<file path="src/ast_consts.svh">
`ifndef AST_CONSTS_SVH
`define AST_CONSTS_SVH

// register map and field layout
`define AST_ADDR_W           16
`define AST_DATA_W           8
`define AST_REG_DMA_RECOVERY 16'hf0df
`define AST_CNT_W            5
`define AST_CNT_MSB          4
`define AST_RSV_MSB          7
`define AST_RSV_LSB          5
`define AST_RCV_RESET        5'h00
`define AST_RSV_VALUE        3'h0
`define AST_RDATA_IDLE       8'h00

// phase lengths, counted in controller clock periods
`define AST_LEN_W            6
`define AST_LEN_ZERO         6'h00
`define AST_LEN_ONE          6'h01
`define AST_PIO_AST_EXTRA    6'h01
`define AST_PIO_REC_EXTRA    6'h02
`define AST_MW_AST_EXTRA     6'h01
`define AST_MW_REC_EXTRA     6'h02
`define AST_UD_AST_EXTRA     6'h02
`define AST_UD_REC_EXTRA     6'h01

// controller clock period in picoseconds (one recovery unit)
`define AST_CTRL_PERIOD_PS   16670

`endif

</file>
<file path="src/ast_pkg.sv">
`include "ast_consts.svh"

package ast_pkg;

   // transfer kind selected per cycle
   typedef enum logic [1:0] {
      AST_MODE_PIO   = 2'h0,
      AST_MODE_MWDMA = 2'h1,
      AST_MODE_UDMA  = 2'h2
   } ast_mode_type;

   // strobe sequencer states
   typedef enum logic [1:0] {
      AST_ST_IDLE    = 2'h0,
      AST_ST_ASSERT  = 2'h1,
      AST_ST_RECOVER = 2'h2
   } ast_state_type;

   // firmware register bus request
   typedef struct packed {
      logic [`AST_ADDR_W-1:0] addr;
      logic [`AST_DATA_W-1:0] wdata;
      logic                   wr;
      logic                   rd;
   } ast_bus_req_type;

   // assertion and recovery settings held by neighbouring registers
   typedef struct packed {
      logic [`AST_CNT_W-1:0] pio_assert;
      logic [`AST_CNT_W-1:0] pio_recover;
      logic [`AST_CNT_W-1:0] dma_assert;
   } ast_timing_type;

endpackage

</file>
<file path="src/ast_phase_counter.sv">
`timescale 1ns/10ps
`include "ast_consts.svh"

module ast_phase_counter
   import ast_pkg::*;
(
   input  wire logic                  clk,
   input  wire logic                  rst_n,
   input  wire logic                  load,
   input  wire logic [`AST_LEN_W-1:0] load_len,
   output logic      [`AST_LEN_W-1:0] cnt_ff,
   output logic                       last
);

   // cycles left in the running phase, one per controller clock
   always_ff @(posedge clk or negedge rst_n) begin
      if (!rst_n) begin
         cnt_ff <= `AST_LEN_ZERO;
      end else if (load) begin
         cnt_ff <= load_len;
      end else if (cnt_ff != `AST_LEN_ZERO) begin
         cnt_ff <= cnt_ff - `AST_LEN_ONE;
      end
   end

   // final cycle of the phase
   assign last = (cnt_ff == `AST_LEN_ONE);

endmodule // ast_phase_counter

</file>
<file path="src/ast_strobe_timing.sv">
// Operation
// - power-up or watchdog reset clears recovery register
// - USB reset leaves recovery register untouched
// - recovery counted in whole controller clock periods
// - multiword DMA recovery is setting plus two
// - ultra DMA recovery is setting plus one
// - multiword DMA write holds data two cycles
// - five-bit count, bits seven to five read zero
// - PIO and multiword assertion is setting plus one
// - PIO recovery is setting plus two
// - whole sequencer runs on the controller clock
// - DMA assertion adds one multiword, two ultra
`timescale 1ns/10ps
`include "ast_consts.svh"

module ast_strobe_timing
   import ast_pkg::*;
(
   input  wire logic                   clk,
   input  wire logic                   rst_n,
   input  wire logic                   wdt_rst,
   input  wire logic                   usb_rst,
   input  wire ast_bus_req_type        bus,
   output logic      [`AST_DATA_W-1:0] rdata_ff,
   input  wire ast_timing_type         timing,
   input  wire logic                   xfer_start,
   input  wire ast_mode_type           xfer_mode,
   input  wire logic                   xfer_write,
   output logic                        strobe_ff,
   output logic                        hold_ff,
   output logic                        busy_ff,
   output logic                        done_ff
);

   ////////////////////////////////////////////////////////////////////////////////
   // register file

   logic [`AST_CNT_W-1:0] dma_recovery_count_ff; // programmed recovery setting
   logic                  reg_hit;               // address decode
   logic                  wr_hit;                // write to the recovery register

   assign reg_hit = (bus.addr == `AST_REG_DMA_RECOVERY);
   assign wr_hit  = bus.wr && reg_hit;

   // usb_rst deliberately has no path here so firmware timing survives a bus reset
   always_ff @(posedge clk or negedge rst_n) begin
      if (!rst_n) begin
         dma_recovery_count_ff <= `AST_RCV_RESET;
      end else if (wdt_rst) begin
         dma_recovery_count_ff <= `AST_RCV_RESET;
      end else if (wr_hit) begin
         dma_recovery_count_ff <= bus.wdata[`AST_CNT_MSB:0];
      end
   end

   // read data; reserved bits and unmapped addresses read zero
   always_ff @(posedge clk or negedge rst_n) begin
      if (!rst_n) begin
         rdata_ff <= `AST_RDATA_IDLE;
      end else if (bus.rd && reg_hit) begin
         rdata_ff <= {`AST_RSV_VALUE, dma_recovery_count_ff};
      end else begin
         rdata_ff <= `AST_RDATA_IDLE;
      end
   end

   ////////////////////////////////////////////////////////////////////////////////
   // phase length selection

   logic [`AST_LEN_W-1:0] nxt_ast_len;  // assertion length for a new cycle
   logic [`AST_LEN_W-1:0] nxt_rec_len;  // recovery length for a new cycle
   logic [`AST_LEN_W-1:0] ast_len_ff;   // latched assertion length
   logic [`AST_LEN_W-1:0] rec_len_ff;   // latched recovery length
   logic                  mw_write_ff;  // cycle is a multiword DMA write

   // settings are widened by one bit before the fixed overhead is added
   always_comb begin
      case (xfer_mode)
         AST_MODE_PIO: begin
            nxt_ast_len = {1'b0, timing.pio_assert} + `AST_PIO_AST_EXTRA;
            nxt_rec_len = {1'b0, timing.pio_recover} + `AST_PIO_REC_EXTRA;
         end
         AST_MODE_MWDMA: begin
            nxt_ast_len = {1'b0, timing.dma_assert} + `AST_MW_AST_EXTRA;
            nxt_rec_len = {1'b0, dma_recovery_count_ff} + `AST_MW_REC_EXTRA;
         end
         AST_MODE_UDMA: begin
            nxt_ast_len = {1'b0, timing.dma_assert} + `AST_UD_AST_EXTRA;
            nxt_rec_len = {1'b0, dma_recovery_count_ff} + `AST_UD_REC_EXTRA;
         end
         default: begin
            // unknown mode falls back to the PIO settings and the PIO overhead
            nxt_ast_len = {1'b0, timing.pio_assert} + `AST_PIO_AST_EXTRA;
            nxt_rec_len = {1'b0, timing.pio_recover} + `AST_PIO_REC_EXTRA;
         end
      endcase
   end

   ////////////////////////////////////////////////////////////////////////////////
   // sequencer

   ast_state_type         state_ff;     // current phase
   ast_state_type         nxt_state;    // next phase
   logic                  cnt_load;     // reload the phase counter
   logic [`AST_LEN_W-1:0] cnt_len;      // value for the reload
   logic [`AST_LEN_W-1:0] cnt_ff;       // cycles left in phase
   logic                  cnt_last;     // last cycle of phase

   ast_phase_counter u_phase_counter (
      .clk      (clk),
      .rst_n    (rst_n),
      .load     (cnt_load),
      .load_len (cnt_len),
      .cnt_ff   (cnt_ff),
      .last     (cnt_last)
   );

   // assertion runs first, then recovery, then back to idle
   always_comb begin
      nxt_state = state_ff;
      cnt_load  = 1'b0;
      cnt_len   = nxt_ast_len;
      case (state_ff)
         AST_ST_IDLE: begin
            if (xfer_start) begin
               nxt_state = AST_ST_ASSERT;
               cnt_load  = 1'b1;
               cnt_len   = nxt_ast_len;
            end
         end
         AST_ST_ASSERT: begin
            if (cnt_last) begin
               nxt_state = AST_ST_RECOVER;
               cnt_load  = 1'b1;
               cnt_len   = rec_len_ff;
            end
         end
         AST_ST_RECOVER: begin
            if (cnt_last) begin
               nxt_state = AST_ST_IDLE;
            end
         end
         default: begin
            nxt_state = AST_ST_IDLE;
         end
      endcase
   end

   // state register, clocked by the single controller clock
   always_ff @(posedge clk or negedge rst_n) begin
      if (!rst_n) begin
         state_ff <= AST_ST_IDLE;
      end else begin
         state_ff <= nxt_state;
      end
   end

   // cycle parameters are frozen at start so register writes cannot stretch a live cycle
   always_ff @(posedge clk or negedge rst_n) begin
      if (!rst_n) begin
         ast_len_ff  <= `AST_LEN_ZERO;
         rec_len_ff  <= `AST_LEN_ZERO;
         mw_write_ff <= 1'b0;
      end else if (state_ff == AST_ST_IDLE && xfer_start) begin
         ast_len_ff  <= nxt_ast_len;
         rec_len_ff  <= nxt_rec_len;
         mw_write_ff <= xfer_write && (xfer_mode == AST_MODE_MWDMA);
      end
   end

   ////////////////////////////////////////////////////////////////////////////////
   // outputs

   // strobe high exactly while the assertion phase runs
   always_ff @(posedge clk or negedge rst_n) begin
      if (!rst_n) begin
         strobe_ff <= 1'b0;
      end else begin
         strobe_ff <= (nxt_state == AST_ST_ASSERT);
      end
   end

   // busy for the whole cycle
   always_ff @(posedge clk or negedge rst_n) begin
      if (!rst_n) begin
         busy_ff <= 1'b0;
      end else begin
         busy_ff <= (nxt_state != AST_ST_IDLE);
      end
   end

   // one-cycle pulse after the last recovery cycle
   always_ff @(posedge clk or negedge rst_n) begin
      if (!rst_n) begin
         done_ff <= 1'b0;
      end else begin
         done_ff <= (state_ff == AST_ST_RECOVER) && cnt_last;
      end
   end

   // write data hold covers the first two recovery cycles, inside the two extra ones
   always_ff @(posedge clk or negedge rst_n) begin
      if (!rst_n) begin
         hold_ff <= 1'b0;
      end else if (state_ff == AST_ST_ASSERT && cnt_last) begin
         hold_ff <= mw_write_ff;
      end else if (state_ff == AST_ST_RECOVER) begin
         hold_ff <= hold_ff && (cnt_ff == rec_len_ff);
      end else begin
         hold_ff <= 1'b0;
      end
   end

   ////////////////////////////////////////////////////////////////////////////////
   // checks

   logic [`AST_LEN_W-1:0] phase_cyc_ff; // cycles spent in the current phase

   // helper count of phase cycles for the length checks
   always_ff @(posedge clk or negedge rst_n) begin
      if (!rst_n) begin
         phase_cyc_ff <= `AST_LEN_ZERO;
      end else if (nxt_state != state_ff) begin
         phase_cyc_ff <= `AST_LEN_ZERO;
      end else begin
         phase_cyc_ff <= phase_cyc_ff + `AST_LEN_ONE;
      end
   end

   wdt_clear_a: assert property (@(posedge clk) disable iff (!rst_n)
      wdt_rst |=> (dma_recovery_count_ff == `AST_RCV_RESET))
      else $error("watchdog reset did not clear recovery count");

   usb_keep_a: assert property (@(posedge clk) disable iff (!rst_n)
      (usb_rst && !wdt_rst && !wr_hit) |=> $stable(dma_recovery_count_ff))
      else $error("recovery count changed on usb reset");

   reg_write_a: assert property (@(posedge clk) disable iff (!rst_n)
      (wr_hit && !wdt_rst) |=> (dma_recovery_count_ff == $past(bus.wdata[`AST_CNT_MSB:0])))
      else $error("recovery count write lost");

   rsv_read_a: assert property (@(posedge clk) disable iff (!rst_n)
      (bus.rd && reg_hit) |=> (rdata_ff[`AST_RSV_MSB:`AST_RSV_LSB] == `AST_RSV_VALUE)
         && (rdata_ff[`AST_CNT_MSB:0] == $past(dma_recovery_count_ff)))
      else $error("recovery register read wrong");

   assert_len_a: assert property (@(posedge clk) disable iff (!rst_n)
      (state_ff == AST_ST_ASSERT && nxt_state != AST_ST_ASSERT)
         |-> (phase_cyc_ff + `AST_LEN_ONE == ast_len_ff))
      else $error("assertion phase length wrong");

   recov_len_a: assert property (@(posedge clk) disable iff (!rst_n)
      (state_ff == AST_ST_RECOVER && nxt_state != AST_ST_RECOVER)
         |-> (phase_cyc_ff + `AST_LEN_ONE == rec_len_ff))
      else $error("recovery phase length wrong");

   hold_len_a: assert property (@(posedge clk) disable iff (!rst_n)
      $rose(hold_ff) |-> hold_ff[*2] ##1 !hold_ff)
      else $error("write data hold not two cycles");

   strobe_order_a: assert property (@(posedge clk) disable iff (!rst_n)
      $fell(strobe_ff) |-> busy_ff && !strobe_ff && (state_ff == AST_ST_RECOVER))
      else $error("recovery did not follow assertion");

   mode_len_a: assert property (@(posedge clk) disable iff (!rst_n)
      (state_ff == AST_ST_IDLE && xfer_start && xfer_mode == AST_MODE_UDMA)
         |=> (rec_len_ff == {1'b0, $past(dma_recovery_count_ff)} + `AST_UD_REC_EXTRA))
      else $error("ultra recovery overhead wrong");

   // a start taken while idle must raise strobe and busy on the next cycle
   start_ack_a: assert property (@(posedge clk) disable iff (!rst_n)
      (state_ff == AST_ST_IDLE && xfer_start) |=> (strobe_ff && busy_ff))
      else $error("cycle start not answered");

   // done only in the cycle right after busy drops
   done_pulse_a: assert property (@(posedge clk) disable iff (!rst_n)
      done_ff |-> (!busy_ff && $past(busy_ff)))
      else $error("done pulse out of place");

   // a live cycle keeps its latched recovery length even if firmware writes
   freeze_len_a: assert property (@(posedge clk) disable iff (!rst_n)
      (state_ff != AST_ST_IDLE) |=> $stable(rec_len_ff))
      else $error("recovery length changed inside a cycle");

endmodule // ast_strobe_timing

</file>
<file path="config.mk">
export PLATFORM = sky130hd
export DESIGN_NAME = ast_strobe_timing
export DESIGN_NICKNAME = d
export VERILOG_FILES = /design/src/ast_pkg.sv /design/src/ast_phase_counter.sv /design/src/ast_strobe_timing.sv
export VERILOG_INCLUDE_DIRS = /design/src /design/src/src
export SDC_FILE = /design/constraint.sdc
export NUM_CORES = 1
export LEC_CHECK = 0
export BUFFER_PORTS_ARGS = -buffer_cell sky130_fd_sc_hd__buf_2
export CORE_UTILIZATION = 40
export CTS_CLUSTER_SIZE = 40
export DETAILED_ROUTE_END_ITERATION = 8
export PLACE_DENSITY = 0.76
export SYNTH_ARGS = -nofsm -noshare
export SYNTH_HDL_FRONTEND = slang
export SYNTH_SLANG_ARGS = --single-unit
export TNS_END_PERCENT = 30
</file>
<file path="constraint.sdc">
create_clock -name clk -period 5.05 [get_ports clk]
set_input_delay 0.2525 -clock clk [delete_from_list [all_inputs] [get_ports clk]]
set_output_delay 0.2525 -clock clk [all_outputs]
set_load 0.02 [all_outputs]
</file>
**Word-level counts from Yosys, hierarchy flattened**

Index checks and enable logic that the tools add are counted.

- Add/sub/neg operators: 7
- Equality and inequality tests: 8
- Mux-type cells: 18
- Reduce and logical (&&, ||, !) cells: 12

Operator list:

| cell | count |
|---|---|
| $mux W6 | 4 |
| $pmux W6 S2 | 2 |
| $add A5 B1 Y6 const B | 3 |
| $add A5 B2 Y6 const B | 3 |
| $eq A16 B16 Y1 const B | 1 |
| $mux W5 | 3 |
| $logic_and A1 B1 Y1 | 7 |
| $eq A2 B1 Y1 const B | 3 |
| $eq A6 B1 Y1 const B | 1 |
| $eq A6 B6 Y1 | 1 |
| $mux W2 | 3 |
| $pmux W2 S3 | 1 |
| $reduce_bool A2 Y1 | 3 |
| $reduce_bool A6 Y1 | 1 |
| $sub A6 B1 Y6 const B | 1 |
| $eq A2 B2 Y1 const B | 2 |
| $mux W1 | 4 |
| $logic_not A2 Y1 | 1 |
| $pmux W1 S2 | 1 |

- Flip-flop bits (word level): 32
- Input bits: 49
- Output and inout port bits: 12

**Longest topological paths before layout**

Gate-level depths: netlist of run 1.

- Word-level depth: 5
- Mapped depth: 11
- Mapped depth without buffers: 8

**Cells and area by module**

Synthesis of run 1 repeated with hierarchy kept, for this count alone.

- Cells, all modules: 223
- Area, all modules: 1985.7 um^2

Modules (own cells, without submodules):

| module | times used | cells each | area each (um^2) |
|---|---|---|---|
| ast_strobe_timing | 1 | 180 | 1602.8 |
| ast_phase_counter | 1 | 43 | 382.9 |

**Worst setup path after synthesis of run 1**

No wires, ideal clock.

- Kind: input to register
- Start: input port xfer_mode[1]
- End: register u_phase_counter.cnt_ff[4]
- Library setup time: 77 ps
- Arrival time: 2273 ps
- Slack: 2699 ps
- Cell stages on the path: 11
- Cells stage by stage: inv_1 -> ha_1 -> buf_2 -> buf_2 -> buf_2 -> mux2_2 -> ha_1 -> nand4b_1 -> a211oi_1 -> or4_1 -> a21oi_1

- Cells in the longest elaborated chain, start to end: 5

RTL lines:

| item | RTL line | RTL |
|---|---|---|
| start, declared | ast_strobe_timing.sv:27 | `input wire ast_mode_type xfer_mode,` |
| $eq A2 B2 Y1 or $eq A2 B1 Y1 (tied branches) | ast_strobe_timing.sv:78 | `case (xfer_mode)` |
| $pmux W6 S2 * | ast_strobe_timing.sv:78 |  |
| $mux W6 | ast_strobe_timing.sv:132 | `if (cnt_last) begin` |
| $mux W6 * | - |  |
| $mux W6 * | ast_phase_counter.sv:19 | `end else if (load) begin` |
| end signal, assigned | ast_phase_counter.sv:18 | `` cnt_ff <= `AST_LEN_ZERO; `` |
| end signal, assigned | ast_phase_counter.sv:20 | `cnt_ff <= load_len;` |
| end signal, assigned | ast_phase_counter.sv:22 | `` cnt_ff <= cnt_ff - `AST_LEN_ONE; `` |
| end, declared | ast_phase_counter.sv:11 | `` output logic [`AST_LEN_W-1:0] cnt_ff, `` |

Mark *: on every way between the ends. The rest lies on a longest branch, timed or not.
A chain may end at the register's enable or synchronous reset.

**Worst setup path in the final report of run 1**

Same ends and word-level chain as after synthesis.

==> metrics, run 1 <==
status=finished with violations; failing checks=hold timing; gp weighted congestion=0.7922; Placed Instances=320; initial antenna violation count=0; grt total ovfl=0; vias per cell=roughly 5.3; Rel. slew slack=between 20% and 30%; slowest cell on the critical path=ha_1; cell area after synthesis=2037 um2; DIE HEIGHT=approximately 73 um; Clk network pwr share=around a fifth; Yosys Warn Count=0; reg2reg path depth=4; antenna-violating nets left=0; Chip Width=73.36 um; Final Util=between 50% and 60%; Clock Pin Slew Worst Setup and Hold Paths=~0.070 ns; vias in the first global route=1,579; Synth async-reset ratio=100.0%; wire length of the first global-routing pass=between 7 and 8 mm; Worst-Skew Late Latency=0.28 ns; H-tree depth=2; ant diodes=0; Starting Density=a little over two fifths; Critical path buffers and inverters=2; Port Buffers=53; Die Area=roughly 5400 um2; placed cell area=between 2000 and 2500 um2; worst vdd ir=roughly 170 uV; Num CTS Buffers=5; power share of the sequential group=between 40% and 50%; xor-xnor portion of the synthesized cell area=under 10%; DR DRC count=0; switching share of power=about two fifths; post-synthesis sequential area ratio=between 30% and 40%; Psw=0.3589 mW; fillcell total=roughly 480; Hold Crit Class=input pin to asynchronous set/reset pin; Final Setup Violations=0; f_max=417.7 MHz; Crit path max-delay family=adder cells; Setup TNS=0 ns; Worst Path Required=approximately 5.3 ns; Critical Path Max Stage Delay=~0.68 ns; CP Class=input pin to flop; Post-synth EDFFs=0; Max clock buf depth=2; post-synthesis mux area share=about 7.0%; Tcrit/Tclk final=a little under half; Critical Path Most Common Cell=ha_1; Crit path depth=9; root buffer cell=clkbuf_8; pwr dens=384.4 nW/um2; largest net degree at the start of global routing=30; CTS tree=yes; post-CTS setup buffers=0; Avg Inst Size Synth=9.608 um2; cts hold-fix bufs=0; largest family of logic cells by synthesized area=simple AND/OR/NAND/NOR gates; Setup crit end kind=flop; RSZ-0062 raised after global routing=no; Overall Power=around 0.9 mW; compound-cell area share of the yosys netlist=between 10% and 20%; CP Max Fanout=24; post-route setup slack=2.656 ns; Synth Flop Type=dfrtp_1; post-CTS sizing=0; max cap viols=0; Gate Count Post-Synth=between 200 and 250; Final nets=roughly 320; logic gate share of total power=roughly two fifths; final WL=4.248 mm; worst-path cell chain=buf_2 -> inv_1 -> ha_1 -> mux2_2 -> ha_1 -> nand4_1 -> a211oi_1 -> or4_1 -> a21oi_1; Core Area=4817 um2; fin crit period=approximately 2.4 ns; critical path arrival=around 2.6 ns; layout cell share with drive strength beyond 1=roughly 29%; skew final=between 0.005 and 0.006 ns; FP Rows=25; Synth cell types=55; non-filler cells, final=about 330; hpwl dp=around 3.3 mm; Startpoint Class=input pin; via count=roughly 1.7k; Layout area overhead=18.30%; max-slew violations=0; design area=between 2000 and 2500 um2; DP Worst Slack=between 2 and 2.5 ns; Final Hold Fails=29; Total Routing Usage GR=about 18%; adder-cell area share of the yosys netlist=under 10%; DR WL/cell=about 13 um; Worst Tran Pin Value=between 1 and 1.5 ns; WHS=-0.01502 ns; post-synthesis register bit count=29; Ports=a little over 60; P_int=0.5674 mW; CTS Sinks=29; drt first pass iters=4; leak pwr=1.136 nW; post-synthesis simple-gate area fraction=25.86%; DR iter-0 viols=between 70 and 80
## routing by layer
layer	GRT usage, %	share of wire [%]
met5	0	0
met4	5.556	1.1
met3	3.292	3.6
met2	28.19	47
met1	24.78	49
## power groups by stage
stage	Sequential, mW	Combinational, mW	Clock (mW)
floorplan	0.359	0.301	0
global placement	0.381	0.346	0
detailed placement	0.383	0.357	0
CTS	0.379	0.358	0.195
global route	0.389	0.400	0.205
finish	0.380	0.355	0.191
## path summary, 6_finish.rpt
path                                             end    startpoint  slack [ns]
setup reg to reg           u_phase_counter.cnt_ff[3]   state_ff[0]        3.10
hold / removal                           state_ff[1]         rst_n       -0.02
hold reg to reg                          mw_write_ff   mw_write_ff        0.48
min in group clk                         mw_write_ff    xfer_write        0.20
setup / recovery           u_phase_counter.cnt_ff[4]  xfer_mode[1]        2.66
max in group asynchronous  u_phase_counter.cnt_ff[4]         rst_n        4.65
## layout by cell type (no fill, tap or decap), types with 4 or more instances in the layout
cell / instances
nor3_1: 4
a21oi_1: 4
clkbuf_8: 5
o21ai_0: 12
mux2i_1: 6
ha_1: 8
nand4b_1: 9
buf_2: 53
mux2_2: 6
xor2_1: 12
a31oi_1: 5
nand2b_1: 6
and3_1: 7
nand3_1: 7
dfrtp_1: 29
nand4_1: 6
nand2_1: 12
nor2_1: 9
inv_1: 7
## logic make-up (layout without fill, tap and decap cells)
logic type	after synthesis	after routing
DFF	29	29
other	1	3
and+or+nand+nor	83	83
AOI/OAI and AO/OA	43	43
xor gates and xnor gates	14	14
buffers and inverters	21	68
adders and majority gates	8	8
muxes	13	13
## cell usage after synthesis (2+ instances only)
cell type | number | share of area (%)
and2_1 | 3 | 0.92
inv_1 | 7 | 1.3
nand3_1 | 7 | 1.7
or4_1 | 2 | 0.74
nor4_1 | 2 | 0.61
buf_4 | 4 | 1.5
nand4_1 | 6 | 1.8
a21oi_1 | 4 | 0.98
o31ai_1 | 3 | 1.1
mux2_2 | 6 | 3.3
nand2_1 | 12 | 2.2
nor3_1 | 4 | 0.98
buf_2 | 5 | 1.2
dfrtp_1 | 29 | 36
ha_1 | 8 | 4.9
nor3b_1 | 3 | 1.1
nor2b_1 | 3 | 0.92
a31oi_1 | 5 | 1.5
a211oi_1 | 2 | 0.74
xnor2_1 | 2 | 0.86
xor2_1 | 12 | 5.2
nand2b_1 | 6 | 1.8
a22o_1 | 2 | 0.86
mux2i_1 | 6 | 2.9
and3_1 | 7 | 2.1
nand4b_1 | 9 | 3.9
o21ai_0 | 12 | 2.9
nor2_1 | 9 | 1.7
clkbuf_1 | 4 | 0.74
a221oi_1 | 2 | 0.86
and4b_1 | 2 | 0.98
## area by class of cell
| class | count | area (um2) | area share [%] |
|---|---|---|---|
| sequential | 29 | 725.7 | 30.11 |
| clock buffer | 5 | 68.82 | 2.856 |
| inverter | 7 | 26.28 | 1.090 |
| clock inverter | 3 | 22.52 | 0.9346 |
| tap | 67 | 83.83 | 3.479 |
| multi-input combinational | 164 | 1217 | 50.52 |
| timing repair buffer | 53 | 265.3 | 11.01 |
## state kept, by name, summed over array words and instances (netlist names)
signal	count
rec_len_ff	6
rdata_ff	5
busy_ff	1
hold_ff	1
done_ff	1
strobe_ff	1
u_phase_counter.cnt_ff	6
state_ff	2
mw_write_ff	1
dma_recovery_count_ff	5
Power figures use the tool's default switching activity.
==> inputs of run 2 (changes only) <==
--- a/config.mk
+++ b/config.mk
@@ -10,7 +10,7 @@
 export CORE_UTILIZATION = 40
 export CTS_CLUSTER_SIZE = 40
 export DETAILED_ROUTE_END_ITERATION = 8
-export PLACE_DENSITY = 0.76
+export PLACE_DENSITY = 0.78
 export SYNTH_ARGS = -nofsm -noshare
 export SYNTH_HDL_FRONTEND = slang
 export SYNTH_SLANG_ARGS = --single-unit
==> constraint.sdc (replaced) <==
create_clock -name clk -period 2.2 [get_ports clk]
set_input_delay 0.11 -clock clk [delete_from_list [all_inputs] [get_ports clk]]
set_output_delay 0.11 -clock clk [all_outputs]
set_load 0.02 [all_outputs]
==> run 2 against run 1 <==
Against the previous run:
- the run now ends clean
- critical path depth shrank 5
- flip-flop and latch count is the same
- sequential share of layout area shrank 0.49 points
- first-iteration DRC count grew 85%
- global-route usage grew 0.65 points
- clock skew shrank 0.0014 ns
- via count grew 4.8%
- combinational power grew 140%
- core utilization grew 0.83 points
- register-to-register slack lost 2.8 ns
- critical endpoint is now u_phase_counter.cnt_ff[1]
- highest routed layer unchanged
==> metrics, run 2 (same netlist as run 1, synthesis figures left out) <==
ant diodes=0 (unchanged); Core Area=4817 um2 (unchanged); worst-path cell chain=nor4_4 -> and4b_1 -> a22oi_1 -> o31ai_4; FP Rows=25 (unchanged); hpwl dp=3.462 mm (+5.4%); layout cell share with drive strength beyond 1=29.85% (+0.73 points); Chip Width=73.36 um (unchanged); gp weighted congestion=0.8367 (+5.6%); Worst Path Required=2.40 ns (-2.86 ns); DIE HEIGHT=73.36 um (unchanged); largest registers=rec_len_ff: 6 flops, u_phase_counter.cnt_ff: 6 flops; Total Routing Usage GR=18.49% (+0.65 points); drt first pass iters=4 (unchanged); Rel. slew slack=53.59% (+28 points); pwr dens=868.2 nW/um2 (+130%); vias per cell=5.418 (+2.6%); Starting Density=42.29% (unchanged); CTS Sinks=29 (unchanged); root buffer cell=clkbuf_8; wire length of the first global-routing pass=7.631 mm (+3.9%); CP Max Fanout=9 (-63%); Max clock buf depth=2 (unchanged); DP Worst Slack=0.1387 ns (-2.223 ns); DR iter-0 viols=135 (+85%); Clock Pin Slew Worst Setup and Hold Paths=0.06 ns (about the same); Num CTS Buffers=5 (unchanged); status=finished clean; RSZ-0062 raised after global routing=no; vias in the first global route=1,681 (+6.5%); slowest cell on the critical path=nor4_4; f_max=around 530 MHz; most frequent cells in the layout=53 x buf_2, 29 x dfrtp_1, 12 x nand2_1, 12 x o21ai_0, 12 x xor2_1; worst vdd ir=327.4 uV (+88%); leak pwr=1.179 nW (+3.8%); skew final=0.004285 ns (-0.001412 ns); via count=1,815 (+4.8%); Final nets=324 (+2.2%); critical path arrival=2.07 ns (-0.53 ns); Worst-Skew Late Latency=0.28 ns (about the same); fin crit period=roughly 1.9 ns; Tcrit/Tclk final=between 80% and 90%; largest net degree at the start of global routing=30 (unchanged); Worst Tran Pin Value=0.6931 ns (-0.4250 ns); Layout area overhead=20.27%; CTS tree=yes; Seq. cell area=725.7 um2 (unchanged); Final Setup Violations=0 (unchanged); Final Hold Fails=0 (-100%); post-CTS sizing=0 (unchanged); Ports=61 (unchanged); Startpoint Class=flop; fillcell total=484 (+1.5%); H-tree depth=2 (unchanged); Setup crit end kind=flop; Critical Path Max Stage Delay=0.56 ns (-0.12 ns); CP Class=flop to flop; initial antenna violation count=0 (unchanged); max cap viols=0 (unchanged); DR WL/cell=13.26 um (+2.4%); post-route setup slack=0.3273 ns (-2.328 ns); Hold Crit Class=input pin to flop; grt total ovfl=0 (unchanged); Multi-input gate area=1211 um2 (-0.51%); final WL=4.441 mm (+4.5%); Port Buffers=53 (unchanged); commonest non-fill, non-tap cell in the layout=buf_2; max-slew violations=0 (unchanged); Die Area=5382 um2 (unchanged); DR DRC count=0 (unchanged); antenna-violating nets left=0 (unchanged); Setup TNS=0 ns (unchanged)
==> run 2: cell count changes in the layout (fill, tap and decap cells not counted), sizes merged <==
cell	delta
buf	+6
clkinvlp	-3
clkinv	+2
clkbuf	+1
dlygate4sd3	+1
==> run 2: path summary, 6_finish.rpt <==
kind                            slack, ns                   endpoint                 startpoint  cells past startpoint
worst max-delay path                 0.33  u_phase_counter.cnt_ff[1]  u_phase_counter.cnt_ff[2]                      4
worst max register to register       0.33  u_phase_counter.cnt_ff[1]  u_phase_counter.cnt_ff[2]                      4
worst min-delay path                 0.08   dma_recovery_count_ff[2]                     bus[4]                      3
worst min register to register       0.49                mw_write_ff                mw_write_ff                      2
min in group asynchronous            0.40   dma_recovery_count_ff[2]                      rst_n                      2
max in group asynchronous            1.38                mw_write_ff                      rst_n                      2
==> run 2: where the power goes <==
group          total (mW)  internal [mW]  switching [mW]  leakage, nW
combinational       0.843          0.413           0.430        0.763
sequential          0.870          0.683           0.187        0.372
clock               0.414          0.218           0.196       0.0450
==> run 2: area by class of cell <==
cell class | instances | area share, %
Clock inverter | 2 | 0.4086
Multi-Input combinational cell | 164 | 49.44
Tap cell | 67 | 3.422
Inverter | 7 | 1.073
Timing Repair Buffer | 60 | 13.07
Clock buffer | 6 | 2.962
Sequential cell | 29 | 29.62
==> run 2: metal layers <==
metal	global-route usage, %	share of wire [%]
met5	0	0
met4	7.479	1.1
met3	3.155	3.9
met2	29.84	48
met1	24.65	47
==> run 2: timing repair <==
action | in CTS | in global routing
endpoints found under the setup margin | 0 | 0
hold endpoints to repair | 29 | 0
hold buffers | 1 | 0
setup buffers | 0 | 0
==> run 2: worst max-delay path, delay by kind of cell (launching register included) <==
family,cells,cell delay (ns)
AOI/OAI and AO/OA,2,0.29
DFF,1,0.47
and+or+nand+nor,2,1.03
==> run 2: stage by stage <==
stage	instance area (um2)	total power [mW]	std cells	hold slack (ns)	util [%]
global route	2450	2.310	335	0.1078	50.86
CTS	2450	2.141	335	0.08135	50.86
global placement	2357	1.690	326	0.1560	48.94
finish	2450	2.127	335	0.08063	50.86
detailed placement	2357	1.722	326	0.1667	48.94
floorplan	2047	1.515	214	-0.1856	-
==> inputs of run 3 (changes only) <==
--- a/config.mk
+++ b/config.mk
@@ -13,5 +13,6 @@
 export PLACE_DENSITY = 0.78
 export SYNTH_ARGS = -nofsm -noshare
 export SYNTH_HDL_FRONTEND = slang
+export SYNTH_HIERARCHICAL = 1
 export SYNTH_SLANG_ARGS = --single-unit
 export TNS_END_PERCENT = 30
==> run 3 against run 2 <==
Against the previous run:
- hold slack lost 0.040 ns
- sequential power shrank 5.6%
- register-to-register slack lost 0.07 ns
- cell count grew 4.8%
- die area shrank 2.5%
- sequential share of layout area shrank 0.15 points
- maximum frequency shrank 3.6%
- core utilization grew 0.93 points
- critical endpoint is now u_phase_counter/cnt_ff[4]
==> metrics, run 3 <==
status=finished clean; Setup crit end kind=flop; most numerous cell in the Yosys netlist=dfrtp_1; Post-synth EDFFs=0 (unchanged); Worst Path Required=2.36 ns (-0.04 ns); commonest non-fill, non-tap cell in the layout=buf_2; Avg Inst Size Synth=8.904 um2 (-7.3%); Startpoint Class=flop; Final Hold Fails=0 (unchanged); Gate Count Post-Synth=223 (+5.2%); pwr dens=860.5 nW/um2 (-0.89%); Setup TNS=0 ns (unchanged); RSZ-0062 raised after global routing=no; Final nets=340 (+4.9%); drt first pass iters=5 (+1); fin crit period=1.942 ns (+0.06948 ns); gp weighted congestion=0.8726 (+4.3%); top cells by area, synth=dfrtp_1 37%, ha_1 5.0%, xnor2_1 4.9%, nand2_1 4.2%, xor2_1 4.0%; vias in the first global route=1,708 (+1.6%); Tcrit/Tclk final=88.28% (+3.2 points); DR iter-0 viols=71 (-47%); initial antenna violation count=0 (unchanged); Max clock buf depth=2 (unchanged); FP Rows=25 (unchanged); post-route setup slack=0.2578 ns (-0.06948 ns); layout cell share with drive strength beyond 1=28.52% (-1.3 points); max cap viols=0 (unchanged); Port Buffers=53 (unchanged); synth cell count leaders=29 x dfrtp_1, 22 x nand2_1, 13 x nand3_1, 13 x nor2_1, 12 x o21ai_0; ant diodes=0 (unchanged); CTS tree=yes; max-slew violations=0 (unchanged); Final Util=51.79% (+0.93 points); largest family of logic cells by synthesized area=simple AND/OR/NAND/NOR gates; Clock Pin Slew Worst Setup and Hold Paths=0.06 ns (about the same); largest net degree at the start of global routing=30 (unchanged); xor-xnor portion of the synthesized cell area=8.822% (+2.8 points); post-synthesis register bit count=29 (unchanged); Hold Crit Class=input pin to flop; Rel. slew slack=57.93% (+4.3 points); Yosys top cell area share=36.55% (+0.92 points); DP Worst Slack=0.08206 ns (-0.05666 ns); Worst-Skew Late Latency=0.28 ns (about the same); DIE HEIGHT=72.46 um (-1.2%); DR WL/cell=12.01 um (-9.4%); wire length of the first global-routing pass=7.590 mm (-0.54%); adder-cell area share of the yosys netlist=5.041% (+0.13 points); post-synthesis mux area share=4.789% (-2.2 points); Ports=61 (unchanged); skew final=0.007574 ns (+0.003289 ns); CP Class=flop to flop; post-synthesis simple-gate area fraction=24.32% (-1.5 points); Starting Density=41.76% (-0.52 points); Die Area=5250 um2 (-2.5%); critical path arrival=2.10 ns (+0.03 ns); compound-cell area share of the yosys netlist=15.75% (+0.64 points); via count=1,829 (+0.77%); DR DRC count=0 (unchanged); Synth async-reset ratio=100.0% (unchanged); worst vdd ir=324.8 uV (-0.78%); post-synthesis sequential area ratio=36.55% (+0.92 points); Num CTS Buffers=5 (unchanged); hpwl dp=3.239 mm (-6.4%); antenna-violating nets left=0 (unchanged); Total Routing Usage GR=18.83% (+0.35 points); Synth Flop Type=dfrtp_1; largest registers=rec_len_ff: 6 flops, u_phase_counter/cnt_ff: 6 flops; Final Setup Violations=0 (unchanged); CP Max Fanout=8 (-1); Chip Width=72.46 um (-1.2%); Layout area overhead=24.01%; top cell type by total area after synthesis=dfrtp_1; f_max=514.9 MHz (-3.6%); leak pwr=1.161 nW (-1.5%); root buffer cell=clkbuf_8; Overall Power=2.119 mW (-0.39%); Yosys Warn Count=6 (+6); cell area after synthesis=1986 um2 (-2.5%); most frequent cells in the layout=53 x buf_2, 29 x dfrtp_1, 21 x nand2_1, 13 x nand3_1; CTS Sinks=29 (unchanged); fillcell total=456 (-5.8%); vias per cell=5.211 (-3.8%); Synth cell types=45 (-18%); Worst Tran Pin Value=0.6311 ns (-0.06205 ns); H-tree depth=2 (unchanged); grt total ovfl=0 (unchanged); Core Area=4755 um2 (-1.3%); final WL=4.215 mm (-5.1%)
[run 3: changes by cell type after synthesis, sizes merged, moves of 6 or more]
cell,delta
nand2,+9
nand3,+6
a21oi,+7
nand4b,-7
buf,-6
xnor2,+9
[run 3: metrics by stage]
step,area (um2),hold slack [ns],cells
finish,2462,0.04082,351
global route,2462,0.05170,351
CTS,2442,0.03976,349
detailed placement,2331,0.1748,340
global placement,2331,0.1680,340
floorplan,1997,-0.1856,225
[run 3: metal layers]
metal | global-route usage [%] | up-vias | routed length (um)
li1 | - | 912 | -
met1 | 25.18 | 837 | 1990
met2 | 28.87 | 75 | 1839
met3 | 5.000 | 5 | 322
met4 | 7.843 | 0 | 62
met5 | 0 | - | 0
[run 3: area by class of cell]
class	count	area, um2	area share [%]
Multi-Input combinational cell	177	1182	48.02
Sequential cell	29	725.7	29.47
Timing Repair Buffer	63	342.8	13.92
Clock buffer	7	96.34	3.913
Tap cell	67	83.83	3.404
Inverter	7	26.28	1.067
Clock inverter	1	5.005	0.2033
[run 3: cell families after synthesis]
kind of cell,after synthesis
simple gates,87
xor+xnor,20
mux,9
compound gates,50
buf+inv,19
flops,29
other cells,1
fa+ha+maj,8
[run 3: worst paths after layout]
path	slack, ns	endpoint	depth (start not counted)	start
worst max-delay path	0.26	u_phase_counter/cnt_ff[4]	9	u_phase_counter/cnt_ff[4]
worst min-delay path	0.04	dma_recovery_count_ff[2]	2	wdt_rst
worst max register to register	0.26	u_phase_counter/cnt_ff[4]	9	u_phase_counter/cnt_ff[4]
worst min register to register	0.49	mw_write_ff	2	mw_write_ff
max in group asynchronous	1.38	mw_write_ff	2	rst_n
min in group asynchronous	0.41	dma_recovery_count_ff[4]	2	rst_n
[run 3: critical path: stages, from the launching register on]
cell       delay, ns
dfrtp_1         0.37
or3_1           0.40
nor3b_1         0.26
nand3b_1        0.13
buf_4           0.18
nand2_1         0.07
a2bb2oi_1       0.15
o31ai_1         0.09
nor2_1          0.12
a31oi_1         0.05
[run 3: timing repair]
item                       4_1_cts  5_1_grt
resized for setup                0        2
hold buffers                     1        0
setup buffers                    0        2
setup endpoints to repair        0        6
hold endpoints to repair        29        0
[run 3: power breakdown]
part	leakage [nW]	internal, mW	switching (mW)
clock network	0.0542	0.282	0.206
logic	0.734	0.395	0.415
registers	0.373	0.680	0.140
